$ cat src/rtl/peci_bank_consts.vh
// Register indices, field positions, reset values and counts for the PECI agent bank
`ifndef PECI_BANK_CONSTS_VH
`define PECI_BANK_CONSTS_VH

// Register indices; byte address on APB is four times the index
`define IDX_AGENT_CFG      8'hE0
`define IDX_AGENT1_TREF    8'hE1
`define IDX_AGENT2_TREF    8'hE2
`define IDX_AGENT3_TREF    8'hE3
`define IDX_AGENT4_TREF    8'hE4
`define IDX_DOMAIN_CFG     8'hE5
`define IDX_AGENT4_REL_LO  8'hE6
`define IDX_AGENT4_REL_HI  8'hE7
`define IDX_WARN_FLAGS     8'hE8
`define IDX_INT_STATUS     8'hF8
`define IDX_INT_MASK       8'hF9

// Reset values
`define RST_AGENT_CFG      8'h00
`define RST_TREF           7'h48
`define RST_DOMAIN_CFG     8'h00
`define RST_WARN_FLAGS     8'h00
`define RST_INT            8'h00

// Field positions
`define FLD_ENABLE_LSB     4
`define FLD_RTD_LSB        0
`define FLD_D1_LSB         4
`define FLD_RET_HIGH       1
`define FLD_AGENT_FLAG_LSB 4
`define FLD_BANK_SEL       3
`define FLD_SPEED_LSB      0
`define FLD_INT_FCS_LSB    0
`define FLD_INT_ABSENT_LSB 4

// Speed select codes
`define SPEED_1M5          2'h0
`define SPEED_750K         2'h1
`define SPEED_375K         2'h2
`define SPEED_187K         2'h3

// PECI client address of agent 1; agents 2..4 follow
`define CLIENT_ADDR_BASE   8'h30
`define NUM_AGENTS         4

// Transactions kept in the FCS history
`define FCS_HISTORY        3

`endif

$ cat src/rtl/agent_result_track.v
// Per-agent store of reported temperature, FCS history and absent flag
`timescale 1ns/1ps
`default_nettype none

module agent_result_track #(
  parameter HIST = 3
) (
  input  wire        pclk,
  input  wire        presetn,
  input  wire        clk_en,
  input  wire        update,
  input  wire        fcs_bad,
  input  wire        absent,
  input  wire [15:0] dom0_temp,
  input  wire [15:0] dom1_temp,
  input  wire        ret_high,
  input  wire        d1_present,
  input  wire        rtd,
  output wire        alert,
  output reg         absent_q,
  output reg  [15:0] rel_temp_q
);

  reg  [HIST-1:0] fcs_hist_q;
  reg  [15:0]     temp_sel;

  // Highest of both domains, or the selected domain when one is present
  always @* begin
    if (ret_high) begin
      temp_sel = ($signed(dom1_temp) > $signed(dom0_temp)) ? dom1_temp : dom0_temp;
    end else if (d1_present && rtd) begin
      temp_sel = dom1_temp;
    end else begin
      temp_sel = dom0_temp;
    end
  end

  always @(posedge pclk or negedge presetn) begin
    if (!presetn) begin
      fcs_hist_q <= {HIST{1'b0}};
      absent_q   <= 1'b0;
      rel_temp_q <= 16'h0000;
    end else if (clk_en && update) begin
      fcs_hist_q <= {fcs_hist_q[HIST-2:0], fcs_bad};
      absent_q   <= absent;
      if (!absent && !fcs_bad) begin
        rel_temp_q <= temp_sel;
      end
    end
  end

  // Alert while any of the last HIST transactions carried a bad FCS
  assign alert = |fcs_hist_q;

endmodule // agent_result_track

`default_nettype wire

$ cat src/rtl/peci_agent_config_status_bank.v
// APB register bank for PECI agent configuration, temperatures and warning flags
//
// The APB register port was chosen for this implementation.
`timescale 1ns/1ps
`default_nettype none
`include "peci_bank_consts.vh"

module peci_agent_config_status_bank #(
  parameter ADDR_W = 12,
  parameter HIST   = `FCS_HISTORY
) (
  input  wire              pclk,
  input  wire              presetn,
  input  wire              clk_en,
  input  wire              psel,
  input  wire              penable,
  input  wire              pwrite,
  input  wire [ADDR_W-1:0] paddr,
  input  wire [31:0]       pwdata,
  output reg  [31:0]       prdata_q,
  output reg               pready_q,
  output reg               pslverr_q,
  input  wire              txn_done,
  input  wire [7:0]        txn_client_addr,
  input  wire              txn_fcs_bad,
  input  wire              txn_absent,
  input  wire [15:0]       txn_dom0_temp,
  input  wire [15:0]       txn_dom1_temp,
  output reg  [3:0]        agent_enable_q,
  output reg  [1:0]        peci_speed_q,
  output reg               irq_q
);

  // ==========================================================================
  // Register state
  // ==========================================================================
  reg  [3:0]  rtd_q;
  reg  [27:0] tref_q;
  reg  [3:0]  d1_present_q;
  reg         ret_high_q;
  reg         bank_q;
  reg  [7:0]  int_stat_q;
  reg  [7:0]  int_mask_q;

  localparam [7:0] agent_cfg_rst = `RST_AGENT_CFG;

  wire [3:0]  alert;
  wire [3:0]  absent;
  wire [63:0] rel_temp;

  // ==========================================================================
  // Transaction decode
  // ==========================================================================
  wire [7:0] client_base = `CLIENT_ADDR_BASE;
  wire [7:0] agent_off   = txn_client_addr - client_base;
  wire       addr_hit    = (txn_client_addr[7:2] == client_base[7:2]);
  reg  [3:0] agent_upd;

  always @* begin
    agent_upd = 4'h0;
    if (txn_done && addr_hit) begin
      agent_upd[agent_off[1:0]] = agent_enable_q[agent_off[1:0]];
    end
  end

  genvar g;
  generate
    for (g = 0; g < `NUM_AGENTS; g = g + 1) begin : gen_agent
      agent_result_track #(
        .HIST (HIST)
      ) u_track (
        .pclk       (pclk),
        .presetn    (presetn),
        .clk_en     (clk_en),
        .update     (agent_upd[g]),
        .fcs_bad    (txn_fcs_bad),
        .absent     (txn_absent),
        .dom0_temp  (txn_dom0_temp),
        .dom1_temp  (txn_dom1_temp),
        .ret_high   (ret_high_q),
        .d1_present (d1_present_q[g]),
        .rtd        (rtd_q[g]),
        .alert      (alert[g]),
        .absent_q   (absent[g]),
        .rel_temp_q (rel_temp[16*g +: 16])
      );
    end
  endgenerate

  // ==========================================================================
  // APB decode
  // ==========================================================================
  wire [7:0]        reg_idx  = paddr[9:2];
  wire              in_range = (paddr[ADDR_W-1:10] == {(ADDR_W-10){1'b0}});
  wire              setup    = psel && !penable;
  wire              access   = psel && penable && pready_q;
  wire              wr_en    = access && pwrite && !pslverr_q;
  reg  [7:0]        cfg_byte;
  reg  [7:0]        temp_byte;
  reg  [7:0]        rd_byte;
  reg               mapped;

  // Bank 0 view: configuration registers, E6 and E7 read as zero
  always @* begin
    cfg_byte = 8'h00;
    case (reg_idx)
      `IDX_AGENT_CFG: begin
        cfg_byte = {agent_enable_q, rtd_q};
      end
      `IDX_AGENT1_TREF: begin
        cfg_byte = {1'b0, tref_q[6:0]};
      end
      `IDX_AGENT2_TREF: begin
        cfg_byte = {1'b0, tref_q[13:7]};
      end
      `IDX_AGENT3_TREF: begin
        cfg_byte = {1'b0, tref_q[20:14]};
      end
      `IDX_AGENT4_TREF: begin
        cfg_byte = {1'b0, tref_q[27:21]};
      end
      `IDX_DOMAIN_CFG: begin
        cfg_byte = {d1_present_q, 2'b00, ret_high_q, 1'b0};
      end
      default: begin
        cfg_byte = 8'h00;
      end
    endcase
  end

  // Bank 1 view: relative temperatures, low byte then high byte per agent
  always @* begin
    temp_byte = 8'h00;
    case (reg_idx)
      `IDX_AGENT_CFG: begin
        temp_byte = rel_temp[7:0];
      end
      `IDX_AGENT1_TREF: begin
        temp_byte = rel_temp[15:8];
      end
      `IDX_AGENT2_TREF: begin
        temp_byte = rel_temp[23:16];
      end
      `IDX_AGENT3_TREF: begin
        temp_byte = rel_temp[31:24];
      end
      `IDX_AGENT4_TREF: begin
        temp_byte = rel_temp[39:32];
      end
      `IDX_DOMAIN_CFG: begin
        temp_byte = rel_temp[47:40];
      end
      `IDX_AGENT4_REL_LO: begin
        temp_byte = rel_temp[55:48];
      end
      `IDX_AGENT4_REL_HI: begin
        temp_byte = rel_temp[63:56];
      end
      default: begin
        temp_byte = 8'h00;
      end
    endcase
  end

  // Read view of each index under the current bank
  always @* begin
    rd_byte = 8'h00;
    mapped  = in_range && (paddr[1:0] == 2'b00);
    case (reg_idx)
      `IDX_AGENT_CFG, `IDX_AGENT1_TREF, `IDX_AGENT2_TREF, `IDX_AGENT3_TREF,
      `IDX_AGENT4_TREF, `IDX_DOMAIN_CFG, `IDX_AGENT4_REL_LO, `IDX_AGENT4_REL_HI: begin
        rd_byte = bank_q ? temp_byte : cfg_byte;
      end
      `IDX_WARN_FLAGS: begin
        rd_byte = {(bank_q ? absent : alert), bank_q, 1'b0, peci_speed_q};
      end
      `IDX_INT_STATUS: begin
        rd_byte = int_stat_q;
      end
      `IDX_INT_MASK: begin
        rd_byte = int_mask_q;
      end
      default: begin
        mapped = 1'b0;
      end
    endcase
  end

  // ==========================================================================
  // APB answer: no wait cycle, data and error captured in the setup cycle
  // ==========================================================================
  always @(posedge pclk or negedge presetn) begin
    if (!presetn) begin
      pready_q  <= 1'b0;
      prdata_q  <= 32'h0000_0000;
      pslverr_q <= 1'b0;
    end else if (clk_en) begin
      if (setup) begin
        pready_q  <= 1'b1;
        prdata_q  <= pwrite ? 32'h0000_0000 : {24'h00_0000, rd_byte};
        pslverr_q <= !mapped;
      end else if (access) begin
        pready_q  <= 1'b0;
        pslverr_q <= 1'b0;
      end
    end
  end

  // ==========================================================================
  // Write strobes; bank 1 turns E0..E7 into read-only temperature bytes
  // ==========================================================================
  wire cfg_wr   = wr_en && !bank_q;
  wire we_agent = cfg_wr && (reg_idx == `IDX_AGENT_CFG);
  wire we_tref1 = cfg_wr && (reg_idx == `IDX_AGENT1_TREF);
  wire we_tref2 = cfg_wr && (reg_idx == `IDX_AGENT2_TREF);
  wire we_tref3 = cfg_wr && (reg_idx == `IDX_AGENT3_TREF);
  wire we_tref4 = cfg_wr && (reg_idx == `IDX_AGENT4_TREF);
  wire we_dom   = cfg_wr && (reg_idx == `IDX_DOMAIN_CFG);
  wire we_warn  = wr_en && (reg_idx == `IDX_WARN_FLAGS);
  wire we_stat  = wr_en && (reg_idx == `IDX_INT_STATUS);
  wire we_mask  = wr_en && (reg_idx == `IDX_INT_MASK);

  // ==========================================================================
  // Configuration registers
  // ==========================================================================
  always @(posedge pclk or negedge presetn) begin
    if (!presetn) begin
      agent_enable_q <= agent_cfg_rst[`FLD_ENABLE_LSB +: 4];
      rtd_q          <= agent_cfg_rst[`FLD_RTD_LSB +: 4];
    end else if (clk_en && we_agent) begin
      agent_enable_q <= pwdata[`FLD_ENABLE_LSB +: 4];
      rtd_q          <= pwdata[`FLD_RTD_LSB +: 4];
    end
  end

  always @(posedge pclk or negedge presetn) begin
    if (!presetn) begin
      tref_q <= {4{`RST_TREF}};
    end else if (clk_en) begin
      if (we_tref1) begin
        tref_q[6:0] <= pwdata[6:0];
      end
      if (we_tref2) begin
        tref_q[13:7] <= pwdata[6:0];
      end
      if (we_tref3) begin
        tref_q[20:14] <= pwdata[6:0];
      end
      if (we_tref4) begin
        tref_q[27:21] <= pwdata[6:0];
      end
    end
  end

  always @(posedge pclk or negedge presetn) begin
    if (!presetn) begin
      d1_present_q <= 4'h0;
      ret_high_q   <= 1'b0;
    end else if (clk_en && we_dom) begin
      d1_present_q <= pwdata[`FLD_D1_LSB +: 4];
      ret_high_q   <= pwdata[`FLD_RET_HIGH];
    end
  end

  always @(posedge pclk or negedge presetn) begin
    if (!presetn) begin
      bank_q       <= 1'b0;
      peci_speed_q <= `SPEED_1M5;
    end else if (clk_en && we_warn) begin
      bank_q       <= pwdata[`FLD_BANK_SEL];
      peci_speed_q <= pwdata[`FLD_SPEED_LSB +: 2];
    end
  end

  // ==========================================================================
  // Interrupts: sticky events, write one to clear, set wins over clear
  // ==========================================================================
  wire [7:0] int_set = {agent_upd & {4{txn_absent}}, agent_upd & {4{txn_fcs_bad}}};
  wire [7:0] int_clr = we_stat ? pwdata[7:0] : 8'h00;

  always @(posedge pclk or negedge presetn) begin
    if (!presetn) begin
      int_stat_q <= `RST_INT;
      int_mask_q <= `RST_INT;
      irq_q      <= 1'b0;
    end else if (clk_en) begin
      int_stat_q <= (int_stat_q & ~int_clr) | int_set;
      irq_q      <= |(((int_stat_q & ~int_clr) | int_set) & int_mask_q);
      if (we_mask) begin
        int_mask_q <= pwdata[7:0];
      end
    end
  end

endmodule // peci_agent_config_status_bank

`default_nettype wire

$ cat config.mk
export PLATFORM = sky130hd
export DESIGN_NAME = peci_agent_config_status_bank
export DESIGN_NICKNAME = d
export VERILOG_FILES = /design/src/rtl/agent_result_track.v /design/src/rtl/peci_agent_config_status_bank.v
export VERILOG_INCLUDE_DIRS = /design/src /design/src/rtl
export SDC_FILE = /design/constraint.sdc
export NUM_CORES = 1
export LEC_CHECK = 0
export ABC_AREA = 1
export BUFFER_PORTS_ARGS = -buffer_cell sky130_fd_sc_hd__buf_2
export CORE_UTILIZATION = 45
export CTS_CLUSTER_SIZE = 24
export DETAILED_ROUTE_END_ITERATION = 7
export HOLD_SLACK_MARGIN = 0.06
export PLACE_DENSITY = 0.72
export SYNTH_ARGS = -nofsm -noshare
export SYNTH_HDL_FRONTEND = slang
export SYNTH_SLANG_ARGS = --single-unit
$ cat constraint.sdc
create_clock -name pclk -period 2.6 [get_ports pclk]
set_clock_uncertainty 0.05 [all_clocks]
set_input_delay 0.26 -clock pclk [delete_from_list [all_inputs] [get_ports pclk]]
set_output_delay 0.26 -clock pclk [all_outputs]
set_load 0.01 [all_outputs]
# Word-level counts from Yosys, hierarchy flattened
# Cells that the tools add are included.
dict set report word_totals {
  reg_bits 175
  latchBits 0
  ramBits 0
  mem_bits_ro 0
  in_bits 93
  out_inout_bits 41
  elab_cells 133
  mem_count 0
}
dict set report op_classes {
  add_sub_neg 1
  mul 0
  div 0
  order_cmp 3
  n_eq_ne 12
  n_shift 0
  muxes 25
  bitwise 7
  reduce_logical 57
}
# operator n
set ops {}
lappend ops {{$mux W16} 9}
lappend ops {{$eq A8 B8 Y1 const B} 11}
lappend ops {{$pmux W8 S8} 1}
lappend ops {{$pmux W8 S6} 1}
lappend ops {{$pmux W8 S4} 1}
lappend ops {{$logic_and A1 B1 Y1} 30}
lappend ops {{$mux W8} 3}
lappend ops {{$reduce_and A2 Y1} 11}
lappend ops {{$and A8 B8 Y8} 2}
lappend ops {{$gt A16 B16 Y1} 1}
lappend ops {{$reduce_or A8 Y1} 2}
lappend ops {{$and A4 B4 Y4} 3}
lappend ops {{$reduce_or A3 Y1} 4}
lappend ops {{$reduce_or A11 Y1} 1}
lappend ops {{$mux W4} 2}
lappend ops {{$not A8 Y8} 1}
lappend ops {{$or A8 B8 Y8} 1}
lappend ops {{$eq A6 B4 Y1 const B} 1}
lappend ops {{$logic_not A1 Y1} 6}
lappend ops {{$mux W1} 6}
lappend ops {{$logic_not A2 Y1} 2}
lappend ops {{$lt A2 B3 Y1 const B} 1}
lappend ops {{$bmux W1 S2} 1}
lappend ops {{$demux W1 S2} 1}
lappend ops {{other kinds (3)} 3}

# Longest topological paths before layout
# Gate-level depths: netlist (run 1).
dict set report logic_depth {
  word_depth 11
  ltp_mapped 17
  ltp_nobuf 16
}

# Modules after synthesis
# A second synthesis (run 1) with hierarchy kept.
dict set report unflattened {
  hier_cells 1752
  hier_area_um2 12608.3
}
# module n_inst cells_per_inst area_per_inst_um2 seq_area_each_um2
set by_module_without_submodules {}
lappend by_module_without_submodules {agent_result_track 4 272 1993.2 500.5}
lappend by_module_without_submodules {peci_agent_config_status_bank 1 664 4635.7 1786.7}

# Worst setup path before layout (run 1)
# No wires, ideal clock.
dict set report synth_path {
  path_kind {input to register}
  startpoint {input txn_dom0_temp[15]}
  endpoint {register gen_agent[0].u_track.rel_temp_q[9]}
  setup_ps 77
  arrival_time_ps 1800
  t_required_ps 2473
  slack_ps 672
  stages 12
  n_path_buf 1
  cell_sequence {inv_1 > ha_1 > a21oi_1 > o21ai_0 > a21oi_1 > nand2_1 > nand2_2 > nand3_4 > buf_4 > nand2_1 > nand3_1 > a21oi_1}
}
dict set report synth_between {
  elab_chain_cells 3
}
# element line_no
set synth_rtl {}
lappend synth_rtl {{from (decl)} peci_agent_config_status_bank.v:27} ;# input wire [15:0] txn_dom0_temp,
lappend synth_rtl {{$gt A16 B16 Y1} agent_result_track.v:30} ;# temp_sel = ($signed(dom1_temp) > $signed(dom0_temp)) ? dom1_temp : dom0_temp;
lappend synth_rtl {{$mux W16} agent_result_track.v:30}
lappend synth_rtl {{$mux W16} agent_result_track.v:29} ;# if (ret_high) begin
lappend synth_rtl {{to (signal assigned)} agent_result_track.v:47} ;# rel_temp_q <= temp_sel;
lappend synth_rtl {{to (decl)} agent_result_track.v:21} ;# output reg [15:0] rel_temp_q
# No other way between the ends.
# A chain may end at the register's enable or synchronous reset.

# Worst setup path in the final report (run 1)
dict set report layout_path {
  startpoint {register agent_enable_q[0]}
  endpoint {register gen_agent[0].u_track.rel_temp_q[8]}
}
dict set report layout_between {
  elab_chain_cells 6
}
# element line_no
set layout_rtl {}
lappend layout_rtl {{from (decl)} peci_agent_config_status_bank.v:29} ;# output reg [3:0] agent_enable_q,
lappend layout_rtl {{from (signal assigned)} peci_agent_config_status_bank.v:228} ;# agent_enable_q <= agent_cfg_rst[`FLD_ENABLE_LSB +: 4];
lappend layout_rtl {{from (signal assigned)} peci_agent_config_status_bank.v:231} ;# agent_enable_q <= pwdata[`FLD_ENABLE_LSB +: 4];
lappend layout_rtl {{$bmux W1 S2} peci_agent_config_status_bank.v:62} ;# agent_upd[agent_off[1:0]] = agent_enable_q[agent_off[1:0]];
lappend layout_rtl {{$mux W1 (not written as such)} peci_agent_config_status_bank.v:62}
lappend layout_rtl {{$and A4 B4 Y4 (no line)} --}
lappend layout_rtl {{$mux W4} peci_agent_config_status_bank.v:61} ;# if (txn_done && addr_hit) begin
lappend layout_rtl {{$logic_and A1 B1 Y1} agent_result_track.v:43} ;# end else if (clk_en && update) begin
lappend layout_rtl {{$reduce_and A2 Y1 (no line)} --}
# No other way between the ends. The select of a mux whose other input is x is not followed.

==> results.toml, run 1 <==
[outcome]
status = "complete, no violations"

[route]
wl_met2_um = 12300
via_count = 8848
wl_per_cell_um = 16.3
dr_wl_met3_um = 1980
vias_per_cell = 5.45
met1_length_um = 11300
ant_nets = 0
routed_wl_um = 26500
drc = 0
drt-initial-drc-count = 847
highest_layer = "met4"
first_pass_iters = 5

[die]
core_mm2 = 0.0196
die_x_um = 144
rows = 51
die_y_um = 144
start_util_pct = 46.4
pin_count = 134
dieArea_mm2 = 0.0208

[yosys]
ys_ff_latch = 151
ys_top_cells_by_area = "dfrtp_1 (39%), nand2_1 (11%), o21ai_0 (9.8%)"
synthCells = 1266
synthArstFlopShare_pct = 100
synthMuxAreaShare_pct = 0
synth_area_per_cell_um2 = 7.17
yosys.area_share.simple_pct = 25.9
synth_top_area_share_pct = 39.4
synth_top_area_cell = "dfrtp_1"
yosys-top-cells-count = "nand2_1 (274), o21ai_0 (177), a21oi_1 (163), nor2_1 (150), dfrtp_1 (143)"
synth_most_common_cell = "nand2_1"
synthDistinctLibCells = 37
ys_seq_area_share_pct = 41.7
yosysWarnings = 0
synthAdderAreaFrac_pct = 2.20
synth_edf_count = 0
synth_top_family_by_area = "simple AND/OR/NAND/NOR gates"
synth_compound_area_share_pct = 19.8
synth_xor_area_share_pct = 0
ys.flop_type = "dfrtp_1"
netlist_area_mm2 = 0.00908

[cts]
cts_tree = "built"
cts_buffer_depth = 2
h-tree-depth = 4
cts_num_sinks = 151
clock_latency_ps = 420
cts_resized = 0
cts_root_buffer = "clkbuf_16"
clk_pin_slew_ps = 60
cts_made_buffers = 17

[sta]
fin_crit_ps = 2060
maxClockFrequency_mhz = 484
finalHoldViolCount = 0
finalSetupViolCount = 0
rsz0062_at_grt = "no"
fin_tns_setup_ps = 0
fin_crit_sh_pct = 79.4
drv_slew = 0
max_slew.worst_pin.slew_ps = 809
relSlewSlack_pct = 46.0
setup_ws_ps = 536

[critical_path]
required_ps = 2860
reg2reg_from = "agent_enable_q[0]$_DFFE_PN0P_"
end_kind = "register"
cp_cell_sequence = "inv_1 -> nor2_2 -> nor2_2 -> nand3_2 -> nand2_4 -> nor3_4 -> nand3_2 -> nor2_1 -> a21oi_1"
path_max_fanout = 16
setup.worst_path.start_class = "register"
critical_path_arrival_ps = 2320
cp_slowest_cell = "dfrtp_1"
cp_slowest_stage_delay_ps = 450
reg2reg_to = "gen_agent[0].u_track.rel_temp_q[8]$_DFFE_PN0P_"
critPathKind = "register to register"
rr_worst_depth = 9
r2r_slack_ps = 540

[place]
numPortBuffers = 85
dp_slack_ps = 166
place_congestion = 0.921
dp_hpwl_um = 18200

[power_and_ir_drop]
power_frac_seq_pct = 44.2
leakage_nw = 5.26
vdd_drop_max_mv = 0.420
p_switching_mw = 1.32
comb_power_share_pct = 9.2
clock_power_share_pct = 46.5
pwr_density_cell_mw_per_mm2 = 522
p_sw_share_pct = 24.4
p_int_mw = 4.07

[finish]
drive_gt1_share_pct = 13.5
nets = 1456
n_antenna_cell = 0
area_delta_synth_final_pct = 13.7

[min_path]
min_from = "txn_fcs_bad"
hold_path.class = "input pin to register"
min_to = "gen_agent[3].u_track.fcs_hist_q[0]$_DFFE_PN0P_"
hold_depth = 3

[global_routing]
antenna_found_initial = 0
gr-total-overflow = 0
grt_pass1_wl_um = 42700
track_usage_pct = 27.0
grt_pass1_vias = 8347
grt_max_degree = 72

[run]
maxCapViolations = 0
==> through the flow <==
stage               std cells  hold slack [ps]  power (mW)  util, %  area, µm²
detailed placement       1591              278        2.92     49.6       9720
global route             1624             88.0        5.58     52.7      10300
global placement         1591              279        2.91     49.6       9720
CTS                      1624             74.4        5.40     52.7      10300
finish                   1624             85.5        5.39     52.7      10300
floorplan                1289            -85.6        2.73        -       9170
==> cell type report <==
type	instances	area (µm²)
tap	265	332
timing repair buffer	111	657
fill	1912	9270
inverter	138	518
multi-input combinational	928	4440
clock inverter	10	128
clock buffer	21	460
sequential	151	3790
==> power groups by stage <==
stage	Sequential, mW	Combinational [mW]	Clock [mW]
final	2.38	0.498	2.51
after global routing	2.39	0.568	2.63
after CTS	2.38	0.500	2.52
after detailed placement	2.43	0.492	0
after global placement	2.43	0.481	0
after floorplan	2.43	0.303	0
==> worst max-delay path, delay by kind of cell, from the launching register on <==
kind / cells / cell delay (ps)
buf+inv: 1 / 80
simple gates: 7 / 1270
flops: 1 / 450
compound gates: 1 / 90
==> routing by layer <==
layer / up-vias / global-route usage, %
met5: - / 0
met4: 0 / 11.3
met3: 65 / 4.30
met2: 377 / 43.8
met1: 4126 / 35.9
li1: 4280 / -
==> worst max path at each step <==
stage                                             start                                         endpoint  slack [ps]  cells after the start
final                     agent_enable_q[0]$_DFFE_PN0P_   gen_agent[0].u_track.rel_temp_q[8]$_DFFE_PN0P_         540                      9
after global routing                  txn_dom0_temp[13]   gen_agent[3].u_track.rel_temp_q[4]$_DFFE_PN0P_         320                     12
after CTS                 agent_enable_q[1]$_DFFE_PN0P_   gen_agent[0].u_track.rel_temp_q[8]$_DFFE_PN0P_         560                      9
after detailed placement              txn_dom0_temp[15]   gen_agent[1].u_track.rel_temp_q[6]$_DFFE_PN0P_         170                     12
after global placement                txn_dom0_temp[13]  gen_agent[0].u_track.rel_temp_q[11]$_DFFE_PN0P_         250                     12
after floorplan                       txn_dom0_temp[15]   gen_agent[0].u_track.rel_temp_q[9]$_DFFE_PN0P_         670                     12
==> state kept, by name (all words and copies together), names as in the netlist <==
register and count:
gen_agent.u_track.absent_q 4, gen_agent.u_track.rel_temp_q 64, gen_agent.u_track.fcs_hist_q 12, peci_speed_q 2, int_stat_q 8, irq_q 1, agent_enable_q 4, pready_q 1
ret_high_q 1, tref_q 28, int_mask_q 8, rtd_q 4, bank_q 1, pslverr_q 1, prdata_q 8, d1_present_q 4
==> cell families after synthesis <==
group / after synthesis
buf+inv: 210
simple gates: 535
compound gates: 353
fa+ha+maj: 16
flops: 151
other cells: 1
==> timing repair <==
action | 4_1_cts | 5_1_grt
setup endpoints to repair | 0 | 0
setup buffers | 0 | 0
hold endpoints to repair | 70 | 0
hold buffers | 2 | 0
==> layout by cell type (no fill, tap or decap), types with 2 or more instances in the layout <==
cell / synthesis / layout
nand2_2: 5 / 5
a221oi_1: 6 / 6
nand3_1: 45 / 45
nand3_4: 2 / 2
clkbuf_16: 0 / 17
nor2_4: 4 / 4
nor3_2: 2 / 2
dlygate4sd3_1: 0 / 2
nand3_2: 4 / 4
conb_1: 1 / 24
a21oi_1: 163 / 163
bufinv_16: 0 / 3
o21ai_0: 177 / 177
buf_4: 28 / 22
dfrtp_1: 143 / 143
inv_1: 127 / 127
nand4_1: 27 / 27
clkbuf_1: 28 / 2
clkinv_2: 0 / 6
dfstp_2: 8 / 8
clkbuf_8: 0 / 2
buf_12: 0 / 2
ha_1: 16 / 16
nor3_4: 3 / 3
buf_2: 11 / 84
o21ai_1: 4 / 4
nand2_1: 274 / 274
inv_2: 8 / 8
clkinv_1: 3 / 3
nor2_2: 6 / 6
nor4_1: 3 / 3
nor3_1: 5 / 5
nor2_1: 150 / 150
Note: power is estimated with default switching activity, not from simulation.
==> run 2: changes to the inputs <==
--- a/config.mk
+++ b/config.mk
@@ -6,13 +6,13 @@
 export SDC_FILE = /design/constraint.sdc
 export NUM_CORES = 1
 export LEC_CHECK = 0
-export ABC_AREA = 1
+export ABC_AREA = 0
 export BUFFER_PORTS_ARGS = -buffer_cell sky130_fd_sc_hd__buf_2
 export CORE_UTILIZATION = 45
 export CTS_CLUSTER_SIZE = 24
 export DETAILED_ROUTE_END_ITERATION = 7
 export HOLD_SLACK_MARGIN = 0.06
-export PLACE_DENSITY = 0.72
+export PLACE_DENSITY = 0.73
 export SYNTH_ARGS = -nofsm -noshare
 export SYNTH_HDL_FRONTEND = slang
 export SYNTH_SLANG_ARGS = --single-unit
==> constraint.sdc (replaced) <==
create_clock -name pclk -period 2 [get_ports pclk]
set_clock_uncertainty 0.05 [all_clocks]
set_input_delay 0.2 -clock pclk [delete_from_list [all_inputs] [get_ports pclk]]
set_output_delay 0.2 -clock pclk [all_outputs]
set_load 0.01 [all_outputs]
==> run 2 against run 1 <==
Net effect:
- the run now ends with negative setup slack left
- routed wire length grew 2.6%
- maximum frequency shrank 1.0%
- sequential power grew 29%
- register-to-register slack lost 620 ps
- utilization grew 10 points
- final area grew 11%
- hold slack is essentially flat
- total power grew 33%
- critical path depth is the same
==> results.toml, run 2 <==
[yosys]
yosys-top-cells-count = "nand2_1 (155), dfrtp_1 (143), nor2_1 (81), mux2_2 (71), a31oi_1 (52)"
synth_area_per_cell_um2 = 9.76
synthArstFlopShare_pct = 100
ys_top_cells_by_area = "dfrtp_1 (42%), mux2_2 (9.4%), nand2_1 (6.8%)"
ys.flop_type = "dfrtp_1"
synth_top_area_cell = "dfrtp_1"
ys_seq_area_share_pct = 44.5
synth_edf_count = 0
synth_most_common_cell = "nand2_1"
synthDistinctLibCells = 61
synthCells = 873
netlist_area_mm2 = 0.00852
synth_top_area_share_pct = 42.0
yosysWarnings = 0
ys_ff_latch = 151

[power_and_ir_drop]
leakage_nw = 5.45
pwr_density_cell_mw_per_mm2 = 625
vdd_drop_max_mv = 0.430

[cts]
cts_buffer_depth = 2
clock_latency_ps = 430
cts_made_buffers = 17
cts_tree = "built"
clk_pin_slew_ps = 60
cts_num_sinks = 151
h-tree-depth = 4
cts_root_buffer = "clkbuf_16"

[place]
place_congestion = 0.897
dp_hpwl_um = 18000
dp_cells = 1249
numPortBuffers = 85

[route]
drt-initial-drc-count = 841
wl_per_cell_um = 20.8
vias_per_cell = 6.02
drc = 0
via_count = 7854
routed_wl_um = 27200
first_pass_iters = 5
ant_nets = 0

[finish]
drive_gt1_share_pct = 41.6
largest_reg_flops = 64
n_antenna_cell = 0
final_common_cell = "nand2_1"
fillers = 1386
nets = 1172
reg.largest.list = "gen_agent.u_track.rel_temp_q x64, tref_q x28, gen_agent.u_track.fcs_hist_q x12"
mostFrequentLayoutCells = "nand2_1 (144), dfrtp_1 (143), buf_4 (113), mux2_2 (71), buf_2 (71)"
top_register = "gen_agent.u_track.rel_temp_q"
final_cell_count_no_fill = 1305
area_delta_synth_final_pct = 34.6
final_core_util_pct = 62.8

[run]
maxCapViolations = 0

[die]
die_y_um = 140
die_x_um = 140
start_util_pct = 46.6
pin_count = 134
rows = 49
core_mm2 = 0.0183
dieArea_mm2 = 0.0195

[critical_path]
path_max_fanout = 8
critPathKind = "register to register"
reg2reg_from = "agent_enable_q[3]$_DFFE_PN0P_"
critical_path_arrival_ps = 2380
setup.worst_path.start_class = "register"
end_kind = "register"
required_ps = 2300
r2r_slack_ps = -90
startpoint = "agent_enable_q[3]$_DFFE_PN0P_"

[outcome]
status = "finished, violations left"
violations = "negative setup slack"

[min_path]
hold_path.class = "input pin to register"
min_from = "psel"

[global_routing]
grt_pass1_wl_um = 40000
antenna_found_initial = 0
grt_max_degree = 55
track_usage_pct = 26.7
grt_pass1_vias = 7422
gr-total-overflow = 0

[sta]
maxClockFrequency_mhz = 479
max_slew.worst_pin.slew_ps = 516
fin_crit_ps = 2090
drv_slew = 0
finalSetupViolCount = 43
setup_ws_ps = -85.7
fin_crit_sh_pct = 104
finalHoldViolCount = 0
rsz0062_at_grt = "yes"
relSlewSlack_pct = 65.5
[run 2: kinds of logic (layout without fill, tap and decap cells)]
| logic type | after synthesis | count (layout) | synth area share (%) |
|---|---|---|---|
| AOI/OAI and AO/OA | 168 | 169 | 13.1 |
| adders and majority gates | 16 | 16 | 2.35 |
| buffers and inverters | 102 | 279 | 6.45 |
| DFF | 151 | 151 | 44.5 |
| muxes | 110 | 110 | 16.3 |
| other | 1 | 24 | 0.0440 |
| and+or+nand+nor | 325 | 327 | 17.3 |
[run 2: path summary, 6_finish.rpt]
path                                                              endpoint  depth (start not counted)
hold reg to reg                  gen_agent[0].u_track.absent_q$_DFFE_PN0P_                          2
setup reg to reg            gen_agent[1].u_track.rel_temp_q[8]$_DFFE_PN0P_                          9
hold / removal                                       pslverr_q$_DFFE_PN0P_                          3
min in group asynchronous  gen_agent[1].u_track.rel_temp_q[15]$_DFFE_PN0P_                          2
max in group asynchronous   gen_agent[1].u_track.rel_temp_q[6]$_DFFE_PN0P_                          3
setup / recovery            gen_agent[1].u_track.rel_temp_q[8]$_DFFE_PN0P_                          9
[run 2: final cells by class]
type	count	area (µm²)	share of cell area, %
inverter	20	100	0.873
clock buffer	20	467	4.07
tap	229	287	2.50
multi-input combinational	646	4760	41.5
clock inverter	12	149	1.30
timing repair buffer	227	1910	16.7
sequential	151	3790	33.0
[run 2: per-stage QoR]
| step | setup slack [ps] | hold WS (ps) | cell area (µm²) | total power, mW | setup TNS, ps |
|---|---|---|---|---|---|
| 6_report | -85.7 | 85.2 | 11500 | 7.17 | -1730 |
| 5_1_grt | -126 | 76.7 | 11500 | 7.40 | -4520 |
| 4_1_cts | -62.3 | 82.1 | 10800 | 7.11 | -343 |
| 3_5_place_dp | -377 | 99.6 | 10100 | 3.80 | -22040 |
| 3_3_place_gp | -326 | 97.9 | 10100 | 3.79 | -19470 |
| 2_1_floorplan | -108 | -146 | 8820 | 3.44 | -3990 |
[run 2: repair_timing]
item                                   4_1_cts  5_1_grt
endpoints found under the hold margin       83        0
gates resized for setup                      3       94
buffers inserted                             2       11
setup endpoints to repair                   21       87
pin swaps                                    0       41
hold buffers                                 3        0
gates cloned                                 0        9
[run 2: critical path: stages (launching register included)]
cell	delay [ps]
dfrtp_1	380
mux4_2	470
and4_4	200
nand2_4	100
buf_4	120
nor3b_4	40
and2_4	160
buf_12	150
buf_12	150
a31oi_2	180
[run 2: layer usage]
metal	track usage [%]	up-vias	wire length (µm)
li1	-	3464	-
met2	42.1	430	12800
met5	0	-	0
met3	4.61	85	2330
met4	11.9	0	927
met1	36.3	3875	11100
[run 2: power breakdown]
group          switching [mW]  total, mW  internal, mW
registers             0.00749       3.07          3.07
logic                   0.438      0.751         0.312
clock network            1.29       3.34          2.05
